===== config.mk =====
export PLATFORM = sky130hd
export DESIGN_NAME = bridge_drive_command_logic
export DESIGN_NICKNAME = d
export VERILOG_FILES = /design/src/verilog/bridge_drive_command_logic.v /design/src/verilog/zc_debounce.v
export VERILOG_INCLUDE_DIRS = /design/src /design/src/verilog
export SDC_FILE = /design/constraint.sdc
export NUM_CORES = 1
export LEC_CHECK = 0
export BUFFER_PORTS_ARGS = -buffer_cell sky130_fd_sc_hd__buf_4
export CAP_MARGIN = 20
export CORE_UTILIZATION = 27
export DETAILED_ROUTE_END_ITERATION = 12
export GPL_TIMING_DRIVEN = 1
export PLACE_DENSITY = 0.42
export SETUP_SLACK_MARGIN = 0.4
export SYNTH_ARGS = -nofsm -noshare
export SYNTH_HDL_FRONTEND = slang
export SYNTH_SLANG_ARGS = --single-unit

===== constraint.sdc =====
create_clock -name aclk -period 9.3 [get_ports aclk]
set_clock_uncertainty 0.05 [all_clocks]
set_input_delay 0.93 -clock aclk [delete_from_list [all_inputs] [get_ports aclk]]
set_output_delay 0.93 -clock aclk [all_outputs]
set_load 0.02 [all_outputs]

===== src/verilog/bridge_drive_regs.vh =====
`ifndef BRIDGE_DRIVE_REGS_VH
`define BRIDGE_DRIVE_REGS_VH
`define ADDR_BRIDGE_CTRL 8'h00
`define ADDR_DRIVE_CFG 8'h04
`define ADDR_ZC_CFG 8'h08
`define ADDR_STATUS 8'h0c
`define ADDR_VERIFY 8'h10
`define BRIDGE_CTRL_RESET 32'h00000000
`define DRIVE_CFG_RESET 32'h00000000
`define ZC_CFG_RESET 32'h00000000
`define DEAD_LSB 0
`define DEAD_MSB 5
`define TMO_MASK_BIT 8
`define FAULT_STOP_BIT 9
`define DSR_BIT 10
`define BRIDGE_SW_BIT 11
`define FILT_LSB 0
`define FILT_MSB 3
`define MUX_LSB 4
`define MUX_MSB 6
`define DEAD_UNIT_NS 50
`define DEAD_MIN_NS 100
`define CLK_PERIOD_NS 40
`define FILT_UNIT_NS 1000
`define RESP_OKAY 2'b00
`define RESP_SLVERR 2'b10
`endif


===== src/verilog/bridge_drive_command_logic.v =====
// The AXI4-Lite slave port and the register offsets were chosen for this implementation.
`timescale 1ns/10ps
`include "bridge_drive_regs.vh"
// Behaviour
// - dead time is field times 50 ns
// - field one or two gives 100 ns
// - zero field disables timer, lockout stays
// - zero dead time forces switched gate mode
// - delay turn-on only near complementary turn-off
// - six direct inputs drive six gates
// - gate command is input OR register bit
// - both sides requested forces phase low
// - mask one: enable gates outputs directly
// - mask zero: first edge enables, starts timer
// - timeout with stop bit drives low, flags
// - later enable edge reactivates, clears shutdown
// - timeout without stop: outputs kept, flag latched
// - flags clear on read unless suppress set or timeout persists
// - bridge switch off in sleep or bit zero
// - each comparator debounced by programmed time
// - mux select: xor, phase A/B/C, low
// - rotation direction readable in status
module bridge_drive_command_logic #(
	parameter TIMEOUT_CYCLES = 50000,
	parameter FILT_UNIT_CYCLES = 25
) (
	input wire aclk,
	input wire aresetn,
	input wire [31:0] s_axi_awaddr,
	input wire s_axi_awvalid,
	output wire s_axi_awready,
	input wire [31:0] s_axi_wdata,
	input wire [3:0] s_axi_wstrb,
	input wire s_axi_wvalid,
	output wire s_axi_wready,
	output reg [1:0] s_axi_bresp,
	output reg s_axi_bvalid,
	input wire s_axi_bready,
	input wire [31:0] s_axi_araddr,
	input wire s_axi_arvalid,
	output wire s_axi_arready,
	output reg [31:0] s_axi_rdata,
	output reg [1:0] s_axi_rresp,
	output reg s_axi_rvalid,
	input wire s_axi_rready,
	input wire phase_a_high_cmd,
	input wire phase_a_low_cmd,
	input wire phase_b_high_cmd,
	input wire phase_b_low_cmd,
	input wire phase_c_high_cmd,
	input wire phase_c_low_cmd,
	input wire enable_in,
	input wire sleep,
	input wire [2:0] zc_comp,
	output wire [5:0] gate_out,
	output reg slew_control_enable,
	output reg bridge_switch_on,
	output reg zc_mux_out,
	output reg enable_timeout_flag,
	output reg rotation_direction
);
	localparam [11:0] DEAD_UNIT_NS12 = `DEAD_UNIT_NS;
	localparam [11:0] CLK_NS12 = `CLK_PERIOD_NS;
	localparam [8:0] DEAD_MIN_CYC = (`DEAD_MIN_NS + `CLK_PERIOD_NS - 1) / `CLK_PERIOD_NS;

	reg [5:0] bridge_ctrl;
	reg [31:0] drive_cfg;
	reg [31:0] zc_cfg;
	reg [31:0] aw_addr;
	reg aw_held;
	reg [31:0] w_data;
	reg [3:0] w_strb;
	reg w_held;

	wire [5:0] dead_time_count = drive_cfg[`DEAD_MSB:`DEAD_LSB];
	wire timeout_direct = drive_cfg[`TMO_MASK_BIT];
	wire stop_on_fault = drive_cfg[`FAULT_STOP_BIT];
	wire diag_reset_suppress = drive_cfg[`DSR_BIT];
	wire [3:0] zc_filter_time = zc_cfg[`FILT_MSB:`FILT_LSB];
	wire [2:0] zc_mux_select = zc_cfg[`MUX_MSB:`MUX_LSB];

	function [31:0] merge_bytes;
		input [31:0] old_value;
		input [31:0] new_value;
		input [3:0] strb;
		integer i;
		begin
			merge_bytes = old_value;
			for (i = 0; i < 4; i = i + 1) begin
				if (strb[i])
					merge_bytes[i*8 +: 8] = new_value[i*8 +: 8];
			end
		end
	endfunction

	// write channel: address and data taken in either order
	assign s_axi_awready = !aw_held && !s_axi_bvalid;
	assign s_axi_wready = !w_held && !s_axi_bvalid;
	wire aw_now = aw_held || s_axi_awvalid;
	wire w_now = w_held || s_axi_wvalid;
	wire [31:0] wr_addr = aw_held ? aw_addr : s_axi_awaddr;
	wire [31:0] wr_data = w_held ? w_data : s_axi_wdata;
	wire [3:0] wr_strb = w_held ? w_strb : s_axi_wstrb;
	wire do_write = aw_now && w_now && !s_axi_bvalid;
	wire [7:0] wr_off = {wr_addr[7:2], 2'b00};
	wire [31:0] bridge_merged = merge_bytes({26'h0, bridge_ctrl}, wr_data, wr_strb);

	always @(posedge aclk) begin
		if (!aresetn) begin
			aw_held <= 1'b0;
			w_held <= 1'b0;
			aw_addr <= 32'h00000000;
			w_data <= 32'h00000000;
			w_strb <= 4'h0;
			s_axi_bvalid <= 1'b0;
			s_axi_bresp <= `RESP_OKAY;
			bridge_ctrl <= 6'h00;
			drive_cfg <= `DRIVE_CFG_RESET;
			zc_cfg <= `ZC_CFG_RESET;
		end else begin
			if (s_axi_bvalid && s_axi_bready)
				s_axi_bvalid <= 1'b0;
			if (do_write) begin
				aw_held <= 1'b0;
				w_held <= 1'b0;
				s_axi_bvalid <= 1'b1;
				s_axi_bresp <= `RESP_OKAY;
				if (wr_addr[31:8] != 24'h000000) begin
					s_axi_bresp <= `RESP_SLVERR;
				end else if (wr_off == `ADDR_BRIDGE_CTRL) begin
					bridge_ctrl <= bridge_merged[5:0];
				end else if (wr_off == `ADDR_DRIVE_CFG) begin
					drive_cfg <= merge_bytes(drive_cfg, wr_data, wr_strb) & 32'h00000f3f;
				end else if (wr_off == `ADDR_ZC_CFG) begin
					zc_cfg <= merge_bytes(zc_cfg, wr_data, wr_strb) & 32'h0000007f;
				end else if (wr_off != `ADDR_STATUS && wr_off != `ADDR_VERIFY) begin
					s_axi_bresp <= `RESP_SLVERR;
				end
			end else begin
				if (s_axi_awvalid && s_axi_awready) begin
					aw_held <= 1'b1;
					aw_addr <= s_axi_awaddr;
				end
				if (s_axi_wvalid && s_axi_wready) begin
					w_held <= 1'b1;
					w_data <= s_axi_wdata;
					w_strb <= s_axi_wstrb;
				end
			end
		end
	end

	// read channel
	assign s_axi_arready = !s_axi_rvalid;
	wire do_read = s_axi_arvalid && !s_axi_rvalid;
	wire [7:0] rd_off = {s_axi_araddr[7:2], 2'b00};
	wire status_read = do_read && s_axi_araddr[31:8] == 24'h000000 && rd_off == `ADDR_STATUS;

	// dead-time length in cycles, zero when timer disabled
	// product in ns rounded up to whole clocks, so 24 gives 30 cycles
	wire [11:0] dt_ns = {6'h00, dead_time_count} * DEAD_UNIT_NS12;
	wire [11:0] dt_div = (dt_ns + CLK_NS12 - 12'h001) / CLK_NS12;
	wire [8:0] dt_prod = dt_div[8:0];
	wire [8:0] dt_cycles = (dead_time_count == 6'h00) ? 9'h000 :
		(dead_time_count <= 6'h02) ? DEAD_MIN_CYC : dt_prod;

	// merge, lockout, dead time per phase
	wire [5:0] direct_in = {phase_c_low_cmd, phase_c_high_cmd, phase_b_low_cmd,
		phase_b_high_cmd, phase_a_low_cmd, phase_a_high_cmd};
	wire [5:0] request = direct_in | bridge_ctrl;
	reg [5:0] locked;
	reg [5:0] drive;
	reg [8:0] off_timer [0:5];
	integer p;
	integer q;
	always @* begin
		for (p = 0; p < 3; p = p + 1) begin
			if (request[2*p] && request[2*p+1])
				locked[2*p +: 2] = 2'b00;
			else
				locked[2*p +: 2] = request[2*p +: 2];
		end
	end

	always @(posedge aclk) begin
		if (!aresetn) begin
			drive <= 6'h00;
			for (q = 0; q < 6; q = q + 1)
				off_timer[q] <= 9'h000;
		end else begin
			for (q = 0; q < 6; q = q + 1) begin
				if (drive[q] && !locked[q]) begin
					drive[q] <= 1'b0;
					off_timer[q] <= dt_cycles;
				end else begin
					if (off_timer[q] != 9'h000)
						off_timer[q] <= off_timer[q] - 9'h001;
					// turn-on waits while partner is still driven or its off timer is above one
					if (locked[q] && off_timer[q ^ 1] <= 9'h001 && !drive[q ^ 1])
						drive[q] <= 1'b1;
				end
			end
		end
	end

	// enable: direct or timed
	reg enable_prev;
	reg enable_seen;
	reg timed_active;
	reg timed_shutdown;
	reg [31:0] timeout_count;
	// first cycle after reset only samples the pin: its idle level is no edge
	wire enable_edge = enable_seen && (enable_in ^ enable_prev);
	wire timeout_hit = timed_active && timeout_count == TIMEOUT_CYCLES - 1;
	always @(posedge aclk) begin
		if (!aresetn) begin
			enable_prev <= 1'b0;
			enable_seen <= 1'b0;
			timed_active <= 1'b0;
			timed_shutdown <= 1'b0;
			timeout_count <= 32'h00000000;
			enable_timeout_flag <= 1'b0;
		end else begin
			enable_prev <= enable_in;
			enable_seen <= 1'b1;
			if (timeout_direct) begin
				timed_active <= 1'b0;
				timed_shutdown <= 1'b0;
				timeout_count <= 32'h00000000;
			end else if (enable_edge) begin
				timed_active <= 1'b1;
				timed_shutdown <= 1'b0;
				timeout_count <= 32'h00000000;
			end else if (timed_active) begin
				if (timeout_hit) begin
					if (stop_on_fault)
						timed_shutdown <= 1'b1;
				end else begin
					timeout_count <= timeout_count + 32'h00000001;
				end
			end
			if (!timeout_direct && !enable_edge && timeout_hit)
				enable_timeout_flag <= 1'b1;
			else if (status_read && !diag_reset_suppress)
				enable_timeout_flag <= 1'b0;
		end
	end

	wire outputs_allowed = timeout_direct ? enable_in : (timed_active && !timed_shutdown);
	assign gate_out = drive & {6{outputs_allowed}};

	// comparators and mux
	wire [2:0] zc_filt;
	genvar g;
	generate
		for (g = 0; g < 3; g = g + 1) begin : zc
			zc_debounce #(
				.UNIT_CYCLES(FILT_UNIT_CYCLES)
			) u_deb (
				.aclk(aclk),
				.aresetn(aresetn),
				.raw(zc_comp[g]),
				.filter_time(zc_filter_time),
				.filtered(zc_filt[g])
			);
		end
	endgenerate
	wire speed_pulse = ^zc_filt;
	reg [2:0] zc_prev;
	always @(posedge aclk) begin
		if (!aresetn) begin
			zc_mux_out <= 1'b0;
			bridge_switch_on <= 1'b0;
			slew_control_enable <= 1'b0;
			rotation_direction <= 1'b0;
			zc_prev <= 3'h0;
			s_axi_rvalid <= 1'b0;
			s_axi_rdata <= 32'h00000000;
			s_axi_rresp <= `RESP_OKAY;
		end else begin
			if (zc_mux_select[2])
				zc_mux_out <= 1'b0;
			else if (zc_mux_select[1:0] == 2'b00)
				zc_mux_out <= speed_pulse;
			else
				zc_mux_out <= zc_filt[zc_mux_select[1:0] - 2'b01];
			bridge_switch_on <= drive_cfg[`BRIDGE_SW_BIT] && !sleep;
			slew_control_enable <= dead_time_count != 6'h00;
			zc_prev <= zc_filt;
			// rising edge of A: B high means forward
			if (zc_filt[0] && !zc_prev[0])
				rotation_direction <= zc_filt[1];
			if (s_axi_rvalid && s_axi_rready)
				s_axi_rvalid <= 1'b0;
			if (do_read) begin
				s_axi_rvalid <= 1'b1;
				s_axi_rresp <= `RESP_OKAY;
				s_axi_rdata <= 32'h00000000;
				if (s_axi_araddr[31:8] != 24'h000000)
					s_axi_rresp <= `RESP_SLVERR;
				else if (rd_off == `ADDR_BRIDGE_CTRL)
					s_axi_rdata <= {26'h0, bridge_ctrl};
				else if (rd_off == `ADDR_DRIVE_CFG)
					s_axi_rdata <= drive_cfg;
				else if (rd_off == `ADDR_ZC_CFG)
					s_axi_rdata <= zc_cfg;
				else if (rd_off == `ADDR_STATUS)
					s_axi_rdata <= {22'h0, gate_out, timed_shutdown, timed_active,
						rotation_direction, enable_timeout_flag};
				else if (rd_off == `ADDR_VERIFY)
					s_axi_rdata <= {28'h0, zc_filt, rotation_direction};
				else
					s_axi_rresp <= `RESP_SLVERR;
			end
		end
	end
endmodule


===== src/verilog/zc_debounce.v =====
`timescale 1ns/10ps
`include "bridge_drive_regs.vh"
module zc_debounce #(
	parameter UNIT_CYCLES = 25
) (
	input wire aclk,
	input wire aresetn,
	input wire raw,
	input wire [3:0] filter_time,
	output reg filtered
);
	reg [11:0] count;
	wire [11:0] limit = filter_time * UNIT_CYCLES[7:0];
	always @(posedge aclk) begin
		if (!aresetn) begin
			count <= 12'h000;
			filtered <= 1'b0;
		end else if (raw == filtered) begin
			count <= 12'h000;
		end else if (count + 12'h001 >= limit) begin
			filtered <= raw;
			count <= 12'h000;
		end else begin
			count <= count + 12'h001;
		end
	end
endmodule

[Word-level counts from Yosys, hierarchy flattened]
Memories as Yosys holds them, arrays and structs flattened.
Index checks and enable logic that the tools add are counted.
Word-level totals
  bits in registers: 196
  memories: 1
  output and inout port bits: 52
  bits in writable memories: 54
  input bits: 118
Memories
  off_timer: words 6, bits a word 9, rd ports 6, clocked after memory_dff 0, wr ports 6, RTL line bridge_drive_command_logic.v:173  | reg [8:0] off_timer [0:5];
Cells by class
  add/subtract/negate cells: 13
  $mul: 2
  div/mod/pow operators: 1
  bitwise logic cells: 24
  reduce and logical (&&, ||, !) cells: 107
  muxes and demuxes: 91
  $lt $le $gt $ge: 11
  eq/ne operators: 12
Operators by type and width (number)
  two-way mux 9 bit: 14
  less-or-equal comparator 9 x 1 -> 1 bit (second input constant): 6
  nonzero test 9 bit: 6
  subtractor 9 x 1 -> 9 bit (second input constant): 6
  two-way mux 1 bit: 53
  two-way mux 12 bit: 4
  nonzero test 24 bit: 2
  logical AND 1 bit: 41
  adder 12 x 1 -> 12 bit (second input constant): 3
  >= comparator 12 x 9 -> 1 bit: 3
  adder 32 x 1 -> 32 bit (second input constant): 1
  == test 32 x 16 -> 1 bit (second input constant): 1
  two-way mux 32 bit: 1
  two-way mux 2 bit: 15
  zero test 24 bit: 1
  zero test 1 bit: 22
  two-way mux 10 bit: 2
  == test 6 x 2 -> 1 bit (second input constant): 3
  OR reduction 2 bit: 9
  zero test 8 bit: 2
  adder 12 x 6 -> 12 bit (second input constant): 1
  divider 12 x 6 -> 12 bit (second input constant): 1
  == test 6 x 1 -> 1 bit (second input constant): 2
  OR 1 bit: 12
  other kinds (28): 50

[Logic depth before layout (Yosys ltp)]
Gate-level depths: netlist (run 1).
  depth in word-level cells: 10
  mapped depth: 20

[By module]
A second synthesis (run 1) with hierarchy kept.
Unflattened totals
  cells, all modules: 1611
  area, all modules: 14097.3 um^2
By module, submodules not included
  bridge_drive_command_logic: cells each 1310, instances 1, seq. area each 4264.1 um^2, area an instance 11207.0 um^2
  zc_debounce (zc[0].u_deb ...): cells each 99, instances 2, seq. area each 260.2 um^2, area an instance 963.4 um^2
  zc_debounce (zc[2].u_deb): cells each 103, instances 1, seq. area each 260.2 um^2, area an instance 963.4 um^2

[Least setup slack after synthesis (run 1)]
OpenSTA, ideal clock, no wires.
  kind: reg-to-reg
  from: register drive_cfg[1]
  to: memory off_timer[0][0] (data pin)
  path buffers: 2
  required time: 8.981 ns
  cell stages (with the launch flop): 21
  period minus slack after synthesis: 5.102 ns
  arrival: 4.783 ns
  library setup time: 0.269 ns
  slack: 4.198 ns
  cell sequence: dfxtp_1 inv_1 ha_1 inv_1 ha_1 ha_1 fa_1 a211o_1 and2_4 or3_1 buf_2 o41a_1 o22ai_1 or3_1 buf_4 nand3_1 a21oi_1 o31ai_1 nor3b_2 a211oi_4 o32ai_1
RTL lines
  start, declared: RTL line bridge_drive_command_logic.v:67  | reg [31:0] drive_cfg;
  start signal, assigned: RTL line bridge_drive_command_logic.v:118  | drive_cfg <= `DRIVE_CFG_RESET;
  start signal, assigned: RTL line bridge_drive_command_logic.v:133  | drive_cfg <= merge_bytes(drive_cfg, wr_data, wr_strb) & 32'h00000f3f;
  end, declared: RTL line bridge_drive_command_logic.v:173

==> qor.yml, run 1 <==
numCtsBuffers: 28
grt_pass1_vias: 10811
switching_share: 0.308
tightestPinTransition_ns: 1.06
ios: 170
slew_violations: 0
drive_gt1_frac: 0.132
nets: 1830
cp-start-kind: "flop"
fin_util: 0.324
insertion_delay_ns: 0.56
synth.distinct_cells: 92
antenna_found_initial: 1
cts_tree: "built"
final_antenna_net_count: 0
r2r_start: "drive_cfg[1]"
h-tree-depth: 1
ff_latch_area_um2: 5040
yosysWarnings: 0
num_rows: 81
synth_seq_area_share: 0.378
worstPathRequired_ns: 9.54
slew_headroom: 0.291
cts_resized: 0
setup_viol: 0
place_area_um2: 14900
cts-root-buf: "clkbuf_16"
pwr-share-comb: 0.228
stdcell_area_um2: 15800
path_cells: "inv_1 -> ha_1 -> inv_1 -> ha_1 -> ha_1 -> fa_1 -> inv_1 -> nor4_4 -> xnor3_1 -> nor2_1 -> o21a_1 -> o32ai_1 -> nand3_1 -> a21oi_1 -> o31ai_1 -> nor3b_2 -> a211oi_4 -> o32ai_1"
placement.io_buffers: 120
hold_violations: 0
cp.depth: 18
path_max_fanout: 9
netlist_area_um2: 13400
drtIter0Drc: 574
gp_congestion: 0.781
timing.fmax_mhz: 162
avgSynthCellArea_um2: 8.88
startpoint: "drive_cfg[1]"
post-place-ws_ns: 3.21
area_delta_synth_final_pct: 18.6
timing.final.crit_share: 0.662
cts_hold_buf: 0
hold_ws_ns: 0.406
status: "finished clean"
start_util: 0.273
p_seq_frac: 0.418
max_stage_delay_ns: 0.71
core_area_um2: 48800
die-area_um2: 50400
cp_slowest_cell: "o32ai_1"
die_w_um: 224
p_leak_nw: 6.20
overflow: 0
power.density_nw_per_um2: 189
grt.total_usage: 0.149
dpl.hpwl_um: 27600
vias: 11005
wl_per_cell_um: 16.3
fill_cells: 5130
irDropWorstVdd_v: 0.000132
path_delay_family: "compound AO/OA/AOI/OAI gates"
synth_edf_count: 54
timing.setup.tns_ns: 0
path_buf_inv: 3
internal_power_mw: 2.08
p_switching_uw: 922
cts.sinks: 225
async_flop_share: 0
drc: 0
vias_per_cell: 4.76
path_clk_slew_ns: 0.06
worstSetupEndpoint: "off_timer[2][0]"
firstDrtPassIters: 5
setup_slack_ns: 3.14
synthCells: 1505
maxCapViolations: 0
fp.dieH_um: 224
reg2reg_depth: 18
multi_input_area_um2: 7880
hp-class: "flop to flop"
n_antenna_cell: 0
synth_ff_type: "dfxtp_1"
clockBufferDepth: 3
grt_first_pass_wirelength_um: 59700
post_cts_buffers: 0
grt_max_degree: 62
ff2ff_setup_slack_ns: 3.14
regToRegEndpoint: "off_timer[2][0]"
pwr-share-clk: 0.354
crit_arrival_ns: 6.39
wl_um: 37700
path_class: "flop to flop"
rsz0062_at_grt: "no"
worstSetupEndpointType: "flop"
finalCriticalPeriod_ns: 6.16
ys_ff_latch: 225
-- worst min path at each step --
stage,start,to,slack [ns],cells after the start
floorplan,zc_cfg[6],zc_mux_out,0.37,1
global placement,aw_addr[31],aw_addr[31],0.40,2
detailed placement,aw_addr[31],aw_addr[31],0.41,2
CTS,aw_addr[31],aw_addr[31],0.41,2
global route,aw_addr[31],aw_addr[31],0.43,2
finish,aw_addr[31],aw_addr[31],0.41,2
-- power by group through the flow --
stage	Clock, mW	Sequential (mW)	Combinational (mW)
4_1_cts	1.10	1.25	0.685
5_1_grt	1.14	1.27	0.775
3_3_place_gp	0	1.27	0.676
3_5_place_dp	0	1.27	0.679
6_report	1.06	1.25	0.683
2_1_floorplan	0	1.24	0.528
-- metal layers --
layer / track usage / wire (um) / share of wire / vias up
met5: 0 / 0 / 0 / -
met4: 0.0320 / 692 / 0.018 / 0
met3: 0.0253 / 1490 / 0.039 / 41
met2: 0.239 / 16800 / 0.45 / 157
met1: 0.207 / 18700 / 0.50 / 5181
li1: - / - / - / 5626
-- cell families after synthesis --
| logic type | after synthesis | share of synthesized area |
|---|---|---|
| AND/OR/NAND/NOR | 634 | 0.237 |
| AO/OA/AOI/OAI | 280 | 0.149 |
| flip-flops | 225 | 0.378 |
| buffers and inverters | 120 | 0.0406 |
| XOR/XNOR | 108 | 0.0732 |
| adder cells (fa/ha/maj) | 86 | 0.0815 |
| multiplexers | 51 | 0.0408 |
| other | 1 | 0.000281 |
-- tightest hold or removal path: stages (launching register included) --
cell and delay (ns):
dfxtp_1 0.31, nand2_1 0.05, a21oi_1 0.05
-- synth_stat cells (4+ instances only) --
cell type | number | area [um^2]
a211o_1 | 4 | 35.0
a211oi_1 | 34 | 255
a21boi_0 | 30 | 225
a21o_1 | 18 | 135
a21oi_1 | 63 | 315
a22oi_1 | 7 | 52.6
a311oi_1 | 6 | 52.6
a31oi_1 | 10 | 62.6
and3_1 | 20 | 125
buf_1 | 6 | 22.5
buf_2 | 4 | 20.0
buf_4 | 23 | 173
clkbuf_1 | 35 | 131
dfxtp_1 | 171 | 3420
edfxtp_1 | 54 | 1620
ha_1 | 83 | 1040
inv_1 | 51 | 191
mux2_2 | 8 | 90.1
mux2i_1 | 41 | 410
nand2_1 | 147 | 552
nand2b_1 | 20 | 125
nand3_1 | 49 | 245
nand3b_1 | 6 | 45.0
nand4_1 | 18 | 113
nor2_1 | 171 | 642
nor2b_1 | 56 | 350
nor3_1 | 48 | 240
nor4_1 | 40 | 250
nor4b_1 | 5 | 43.8
o211ai_1 | 10 | 75.1
o21ai_0 | 33 | 165
o22ai_1 | 7 | 43.8
o32ai_1 | 10 | 87.6
or2_2 | 8 | 50.1
or3_1 | 16 | 100
or4_1 | 8 | 60.1
xnor2_1 | 56 | 490
xor2_1 | 50 | 438
-- cells in the final DEF (no fill, tap or decap), types with 9 or more instances in the layout --
cell / synthesis / final
nor2_1: 171 / 171
dfxtp_1: 171 / 171
nand2_1: 147 / 147
buf_4: 23 / 129
ha_1: 83 / 83
a21oi_1: 63 / 63
xnor2_1: 56 / 56
nor2b_1: 56 / 56
edfxtp_1: 54 / 54
inv_1: 51 / 50
xor2_1: 50 / 50
nand3_1: 49 / 49
nor3_1: 48 / 48
mux2i_1: 41 / 41
nor4_1: 40 / 40
a211oi_1: 34 / 34
o21ai_0: 33 / 33
conb_1: 1 / 31
a21boi_0: 30 / 30
clkbuf_16: 0 / 29
and3_1: 20 / 20
nand2b_1: 20 / 20
a21o_1: 18 / 18
nand4_1: 18 / 18
or3_1: 16 / 16
o211ai_1: 10 / 10
o32ai_1: 10 / 10
a31oi_1: 10 / 10
clkbuf_1: 35 / 9
-- sequential cells by signal, indices dropped and copies added (netlist names), 7 cells and up --
signal / cells
off_timer: 54
zc.u_deb.count: 36
timeout_count: 32
aw_addr: 30
s_axi_rdata: 12
w_data: 11
drive_cfg: 10
zc_cfg: 7
-- through the flow --
step           power (mW)  std cells
2_1_floorplan        1.77       1535
3_3_place_gp         1.94       2258
3_5_place_dp         1.95       2258
4_1_cts              3.03       2308
5_1_grt              3.19       2311
6_report             3.00       2311
-- cell type report --
| class | instances | area share |
|---|---|---|
| repair buffers | 131 | 0.0633 |
| well taps | 664 | 0.0524 |
| clock inverters | 4 | 0.00150 |
| inverters | 51 | 0.0121 |
| clock buffers | 46 | 0.0549 |
| multi-input cells | 1190 | 0.497 |
| flip-flops and latches | 225 | 0.318 |
(Power assumes the default switching activity.)
==> inputs of run 2 (changes only) <==
--- a/config.mk
+++ b/config.mk
@@ -6,12 +6,13 @@
 export SDC_FILE = /design/constraint.sdc
 export NUM_CORES = 1
 export LEC_CHECK = 0
+export ABC_AREA = 1
 export BUFFER_PORTS_ARGS = -buffer_cell sky130_fd_sc_hd__buf_4
 export CAP_MARGIN = 20
 export CORE_UTILIZATION = 27
 export DETAILED_ROUTE_END_ITERATION = 12
 export GPL_TIMING_DRIVEN = 1
-export PLACE_DENSITY = 0.42
+export PLACE_DENSITY = 0.44
 export SETUP_SLACK_MARGIN = 0.4
 export SYNTH_ARGS = -nofsm -noshare
 export SYNTH_HDL_FRONTEND = slang
==> constraint.sdc (replaced) <==
create_clock -name aclk -period 5.6 [get_ports aclk]
set_clock_uncertainty 0.05 [all_clocks]
set_input_delay 0.56 -clock aclk [delete_from_list [all_inputs] [get_ports aclk]]
set_output_delay 0.56 -clock aclk [all_outputs]
set_load 0.02 [all_outputs]
==> qor.yml, run 2 <==
synth_xor_area_frac: 0.0304
overflow: 0
synthAdderAreaFrac: 0.0817
synth_largest_area_cell: "dfxtp_1"
wl_per_cell_um: 14.6
yosys.area_share.simple: 0.216
nets: 2140
worstPathRequired_ns: 5.82
numCtsBuffers: 28
fp.dieH_um: 223
worstSetupEndpoint: "off_timer[2][0]"
final_common_cell: "inv_1"
placement.io_buffers: 120
internal_power_mw: 3.29
worstSetupEndpointType: "flop"
synth_compound_area_frac: 0.179
timing.fmax_mhz: 202
slew_headroom: 0.315
layout_common_cells: "294 x inv_1, 222 x nand2_1, 188 x a21oi_1"
p_switching_mw: 1.49
hold_violations: 0
cp_slowest_cell: "fa_2"
path_class: "flop to flop"
yosysWarnings: 0
drtIter0Drc: 682
final_antenna_net_count: 0
pwr-share-clk: 0.365
irDropWorstVdd_v: 0.000221
reg2reg_depth: 36
dpl.hpwl_um: 28200
ys_top_cells_by_count: "299 x inv_1, 233 x nand2_1, 190 x a21oi_1"
grt.total_usage: 0.149
clockBufferDepth: 3
p_leak_nw: 6.80
path_max_fanout: 6
largest_reg_flops: 54
ys_ff_latch: 225
switching_share: 0.312
insertion_delay_ns: 0.56
slew_violations: 0
hp-class: "input pin to flop"
netlist_area_um2: 13200
h-tree-depth: 1
grt_first_pass_wirelength_um: 59200
num_rows: 80
regToRegEndpoint: "off_timer[2][0]"
vias_per_cell: 4.62
setup_viol: 0
min_path_cells: 2
synthMuxAreaShare: 0
firstDrtPassIters: 4
ys_top_cells_by_area: "dfxtp_1 26%, edfxtp_1 12%, inv_1 8.5%"
wl_um: 37600
async_flop_share: 0
vias: 11891
cts-root-buf: "clkbuf_16"
timing.final.crit_share: 0.883
crit_arrival_ns: 5.17
wl_met2_um: 17300
synth.distinct_cells: 56
antenna_found_initial: 1
rsz0062_at_grt: "no"
timing.setup.tns_ns: 0
pwr-share-comb: 0.216
gp_congestion: 0.798
crit_top_cell: "nand2_2"
synth_top_area_frac: 0.259
drive_gt1_frac: 0.149
grt_pass1_vias: 11249
area_delta_synth_final_pct: 22.4
start_util: 0.275
core_area_um2: 47900
maxCapViolations: 0
synth_top_family_by_area: "simple AND/OR/NAND/NOR gates"
route.met3.wl_um: 1530
yosysMostFrequentCell: "inv_1"
power_mw: 4.79
die_w_um: 223
avgSynthCellArea_um2: 7.37
power.density_nw_per_um2: 296
max_stage_delay_ns: 0.60
finalCriticalPeriod_ns: 4.94
wl_met1_um: 18000
status: "finished clean"
p_seq_frac: 0.419
regMostFlops: "off_timer"
synth_ff_type: "dfxtp_1"
synth_seq_area_share: 0.382
top_regs: "off_timer (54), zc.u_deb.count (36), timeout_count (32)"
dr.max_layer_used: "met4"
cts_tree: "built"
synthCells: 1791
cts.sinks: 225
synth_edf_count: 54
path_clk_slew_ns: 0.06
ff2ff_setup_slack_ns: 0.66
r2r_start: "drive_cfg[1]"
cp-start-kind: "flop"
ios: 170
tightestPinTransition_ns: 1.02
fin_util: 0.337
grt_max_degree: 78
die-area_um2: 49800
startpoint: "drive_cfg[1]"
drc: 0
run 2: changes by cell type after synthesis, moves of 19 or more:
| cell | before | now |
|---|---|---|
| and3_1 | 20 | 1 |
| o21ai_0 | 33 | 182 |
| nor2b_1 | 56 | 0 |
| mux2i_1 | 41 | 0 |
| inv_1 | 51 | 299 |
| a211oi_1 | 34 | 3 |
| xnor2_1 | 56 | 15 |
| nand2b_1 | 20 | 0 |
| nand3_1 | 49 | 71 |
| nand2_1 | 147 | 233 |
| a21boi_0 | 30 | 4 |
| a21oi_1 | 63 | 190 |
| xor2_1 | 50 | 29 |
run 2: logic make-up (layout without fill, tap and decap cells):
logic type / Yosys count / count (layout)
simple gates: 633 / 633
compound gates: 435 / 435
buf+inv: 367 / 505
flops: 225 / 225
fa+ha+maj: 85 / 85
xor+xnor: 45 / 45
other cells: 1 / 33
run 2: per-layer routing:
metal | up-vias | GRT usage
li1 | 6212 | -
met1 | 5475 | 0.199
met2 | 163 | 0.248
met3 | 41 | 0.0250
met4 | 0 | 0.0394
met5 | - | 0
run 2: through the flow:
stage | hold slack [ns] | instances | instance area (um^2) | worst slack, ns
finish | 0.0913 | 2576 | 16200 | 0.658
global route | 0.0617 | 2575 | 16200 | 0.378
CTS | 0.0581 | 2561 | 15700 | 0.419
detailed placement | 0.388 | 2507 | 14800 | 0.198
global placement | 0.386 | 2507 | 14800 | 0.351
floorplan | 0.373 | 1821 | 13300 | 0.834
run 2: what timing repair did:
action	in CTS	in global routing
endpoints found under the hold margin	0	0
endpoints found under the setup margin	12	18
setup buffers	2	11
gates resized for setup	5	71
hold buffers	0	0
pin swaps	4	22
run 2: area by class of cell:
cell class | instances | area [um^2]
antenna | 2 | 5.00
clock buffer | 44 | 831
clock inverter | 8 | 72.6
fill | 5058 | 31800
inverter | 312 | 1180
multi-input combinational | 1229 | 7180
sequential | 225 | 5060
tap | 615 | 769
timing repair buffer | 141 | 1070
run 2: power groups by stage:
stage,clock network (mW),registers [mW],logic [mW]
6_report,1.75,2.01,1.03
5_1_grt,1.88,2.03,1.19
4_1_cts,1.81,2.01,1.04
3_5_place_dp,0,2.04,1.03
3_3_place_gp,0,2.04,1.02
2_1_floorplan,0,2.01,0.777
run 2: worst min path at each step:
stage	from	end	slack [ns]
5_1_grt	sleep	bridge_switch_on	0.06
2_1_floorplan	aw_addr[21]	aw_addr[21]	0.37
3_5_place_dp	aw_addr[28]	aw_addr[28]	0.39
4_1_cts	sleep	bridge_switch_on	0.06
6_report	sleep	bridge_switch_on	0.09
3_3_place_gp	w_data[4]	w_data[4]	0.39
run 2: critical path, delay by kind of cell (launching register included):
kind / cells / cell delay, ns
and+or+nand+nor: 25 / 2.39
DFF: 1 / 0.37
AOI/OAI and AO/OA: 2 / 0.20
buffers and inverters: 5 / 0.34
adders and majority gates: 4 / 1.31
==> inputs of run 3 (changes only) <==
--- a/config.mk
+++ b/config.mk
@@ -10,10 +10,12 @@
 export BUFFER_PORTS_ARGS = -buffer_cell sky130_fd_sc_hd__buf_4
 export CAP_MARGIN = 20
 export CORE_UTILIZATION = 27
+export CTS_CLUSTER_SIZE = 30
 export DETAILED_ROUTE_END_ITERATION = 12
 export GPL_TIMING_DRIVEN = 1
 export PLACE_DENSITY = 0.44
 export SETUP_SLACK_MARGIN = 0.4
 export SYNTH_ARGS = -nofsm -noshare
 export SYNTH_HDL_FRONTEND = slang
+export SYNTH_HIERARCHICAL = 1
 export SYNTH_SLANG_ARGS = --single-unit
==> qor.yml, run 3 <==
reg2reg_depth: 36
r2r_start: "drive_cfg[1]"
ys_top_cells_by_area: "dfxtp_1 25%, edfxtp_1 12%, ha_1 9.1%"
largest_reg_flops: 54
layout_common_cells: "302 x inv_1, 269 x nand2_1, 174 x nor2_1"
grt_max_degree: 67
cp-start-kind: "flop"
slew_violations: 0
antenna_found_initial: 0
regToRegEndpoint: "off_timer[2][0]"
nets: 2219
path_class: "flop to flop"
cts-root-buf: "clkbuf_16"
async_flop_share: 0
power.density_nw_per_um2: 300
multi_input_area_um2: 7570
ff2ff_setup_slack_ns: 0.69
slew_headroom: 0.300
n_antenna_cell: 0
p_leak_nw: 7.18
start_util: 0.274
worstSetupEndpoint: "off_timer[2][0]"
overflow: 0
path_buf_inv: 4
path_max_fanout: 7
drive_gt1_frac: 0.145
netlist_area_um2: 13800
ys_top_cells_by_count: "308 x inv_1, 272 x nand2_1, 178 x nor2_1"
timing.fmax_mhz: 204
synth.distinct_cells: 58
wl_per_cell_um: 14.1
regMostFlops: "off_timer"
maxCapViolations: 0
die-area_um2: 52100
firstDrtPassIters: 5
timing.setup.tns_ns: 0
ys_ff_latch: 225
status: "finished clean"
fill_cells: 5337
cts_tree: "built"
path_clk_slew_ns: 0.06
synth_top_area_frac: 0.248
setup_viol: 0
startpoint: "drive_cfg[1]"
hp-class: "input pin to flop"
setup_slack_ns: 0.688
gp_congestion: 0.776
worstPathRequired_ns: 5.83
placement.io_buffers: 120
numCtsBuffers: 29
ios: 170
grt_first_pass_wirelength_um: 60700
synth_ff_type: "dfxtp_1"
clockBufferDepth: 3
area_delta_synth_final_pct: 20.8
post-place-ws_ns: 0.204
cts.sinks: 225
yosysWarnings: 6
drtIter0Drc: 628
insertion_delay_ns: 0.56
num_rows: 82
timing.final.crit_share: 0.877
vias: 11995
cp.depth: 36
synth_seq_area_share: 0.365
hold_violations: 0
wl_um: 37900
cp_slowest_cell: "fa_2"
avgSynthCellArea_um2: 7.42
crit_top_cell: "nand2_2"
vias_per_cell: 4.46
tightestPinTransition_ns: 1.04
grt.total_usage: 0.144
top_regs: "off_timer (54), zc.u_deb/count (36), timeout_count (32)"
die_w_um: 228
rsz0062_at_grt: "no"
final_antenna_net_count: 0
core_area_um2: 50400
grt_pass1_vias: 11522
dpl.hpwl_um: 28800
crit_arrival_ns: 5.14
synthCells: 1864
h-tree-depth: 1
irDropWorstVdd_v: 0.000232
ff_latch_area_um2: 5060
yosysMostFrequentCell: "inv_1"
worstSetupEndpointType: "flop"
cts_hold_buf: 0
synth_edf_count: 54
final_common_cell: "inv_1"
max_stage_delay_ns: 0.60
synth_largest_area_cell: "dfxtp_1"
path_delay_family: "simple AND/OR/NAND/NOR gates"
finalCriticalPeriod_ns: 4.91
fp.dieH_um: 228
drc: 0
run 3: how the worst min path moves through the flow:
stage                      startpoint                to  slack (ns)  cells after the start
after global routing            sleep  bridge_switch_on        0.09                      2
after floorplan           aw_addr[21]       aw_addr[21]        0.37                      2
after detailed placement    w_data[6]         w_data[6]        0.39                      2
after CTS                       sleep  bridge_switch_on        0.07                      2
final                           sleep  bridge_switch_on         0.1                      2
after global placement     aw_addr[8]        aw_addr[8]        0.38                      2
run 3: worst reg2reg max path: cells and delay by family (launching register included):
kind,cells,cell delay [ns]
AO/OA/AOI/OAI,3,0.32
adder cells (fa/ha/maj),4,1.34
buffers and inverters,4,0.36
flip-flops,1,0.35
AND/OR/NAND/NOR,25,2.20
run 3: power by group:
part           leakage (nW)  internal [mW]  switching [mW]
sequential             2.01           1.89           0.111
clock                 0.501           1.25           0.767
combinational          4.67          0.364           0.630
total                  7.18           3.50            1.51
run 3: per-layer routing:
layer | global-route usage | vias up | wire length (um)
met5 | 0 | - | 0
met4 | 0.0340 | 0 | 673
met3 | 0.0261 | 44 | 1740
met2 | 0.241 | 178 | 17300
met1 | 0.192 | 5403 | 18200
li1 | - | 6370 | -
run 3: area by class of cell:
| type | count | area share |
|---|---|---|
| tap | 672 | 0.0503 |
| timing repair buffer | 133 | 0.0607 |
| clock buffer | 39 | 0.0512 |
| sequential | 225 | 0.303 |
| clock inverter | 14 | 0.0107 |
| multi-input combinational | 1291 | 0.453 |
| inverter | 316 | 0.0710 |
run 3: per-stage QoR:
step	total power [mW]	cell area, um^2	hold slack, ns	utilization	cells
6_report	5.01	16700	0.0998	0.332	2690
5_1_grt	5.31	16700	0.0859	0.332	2690
4_1_cts	5.09	16500	0.0697	0.327	2683
3_5_place_dp	3.03	15400	0.388	0.306	2630
3_3_place_gp	3.01	15400	0.384	0.306	2630
2_1_floorplan	2.75	13900	0.373	-	1891
run 3: repair_timing:
action                     4_1_cts  5_1_grt
setup endpoints to repair       12       18
resized for setup                7       44
hold endpoints to repair         0        0
gates cloned                     0        0
pin swaps                        2       16
buffers inserted                 0        6
run 3: cell families (layout without fill, tap and decap cells):
logic type,count (synthesis),count (layout),synth area share
DFF,225,225,0.365
adders and majority gates,105,105,0.0972
and+or+nand+nor,704,704,0.236
xor gates and xnor gates,58,58,0.0378
AOI/OAI and AO/OA,393,393,0.155
other,4,31,0.00109
buffers and inverters,375,502,0.108
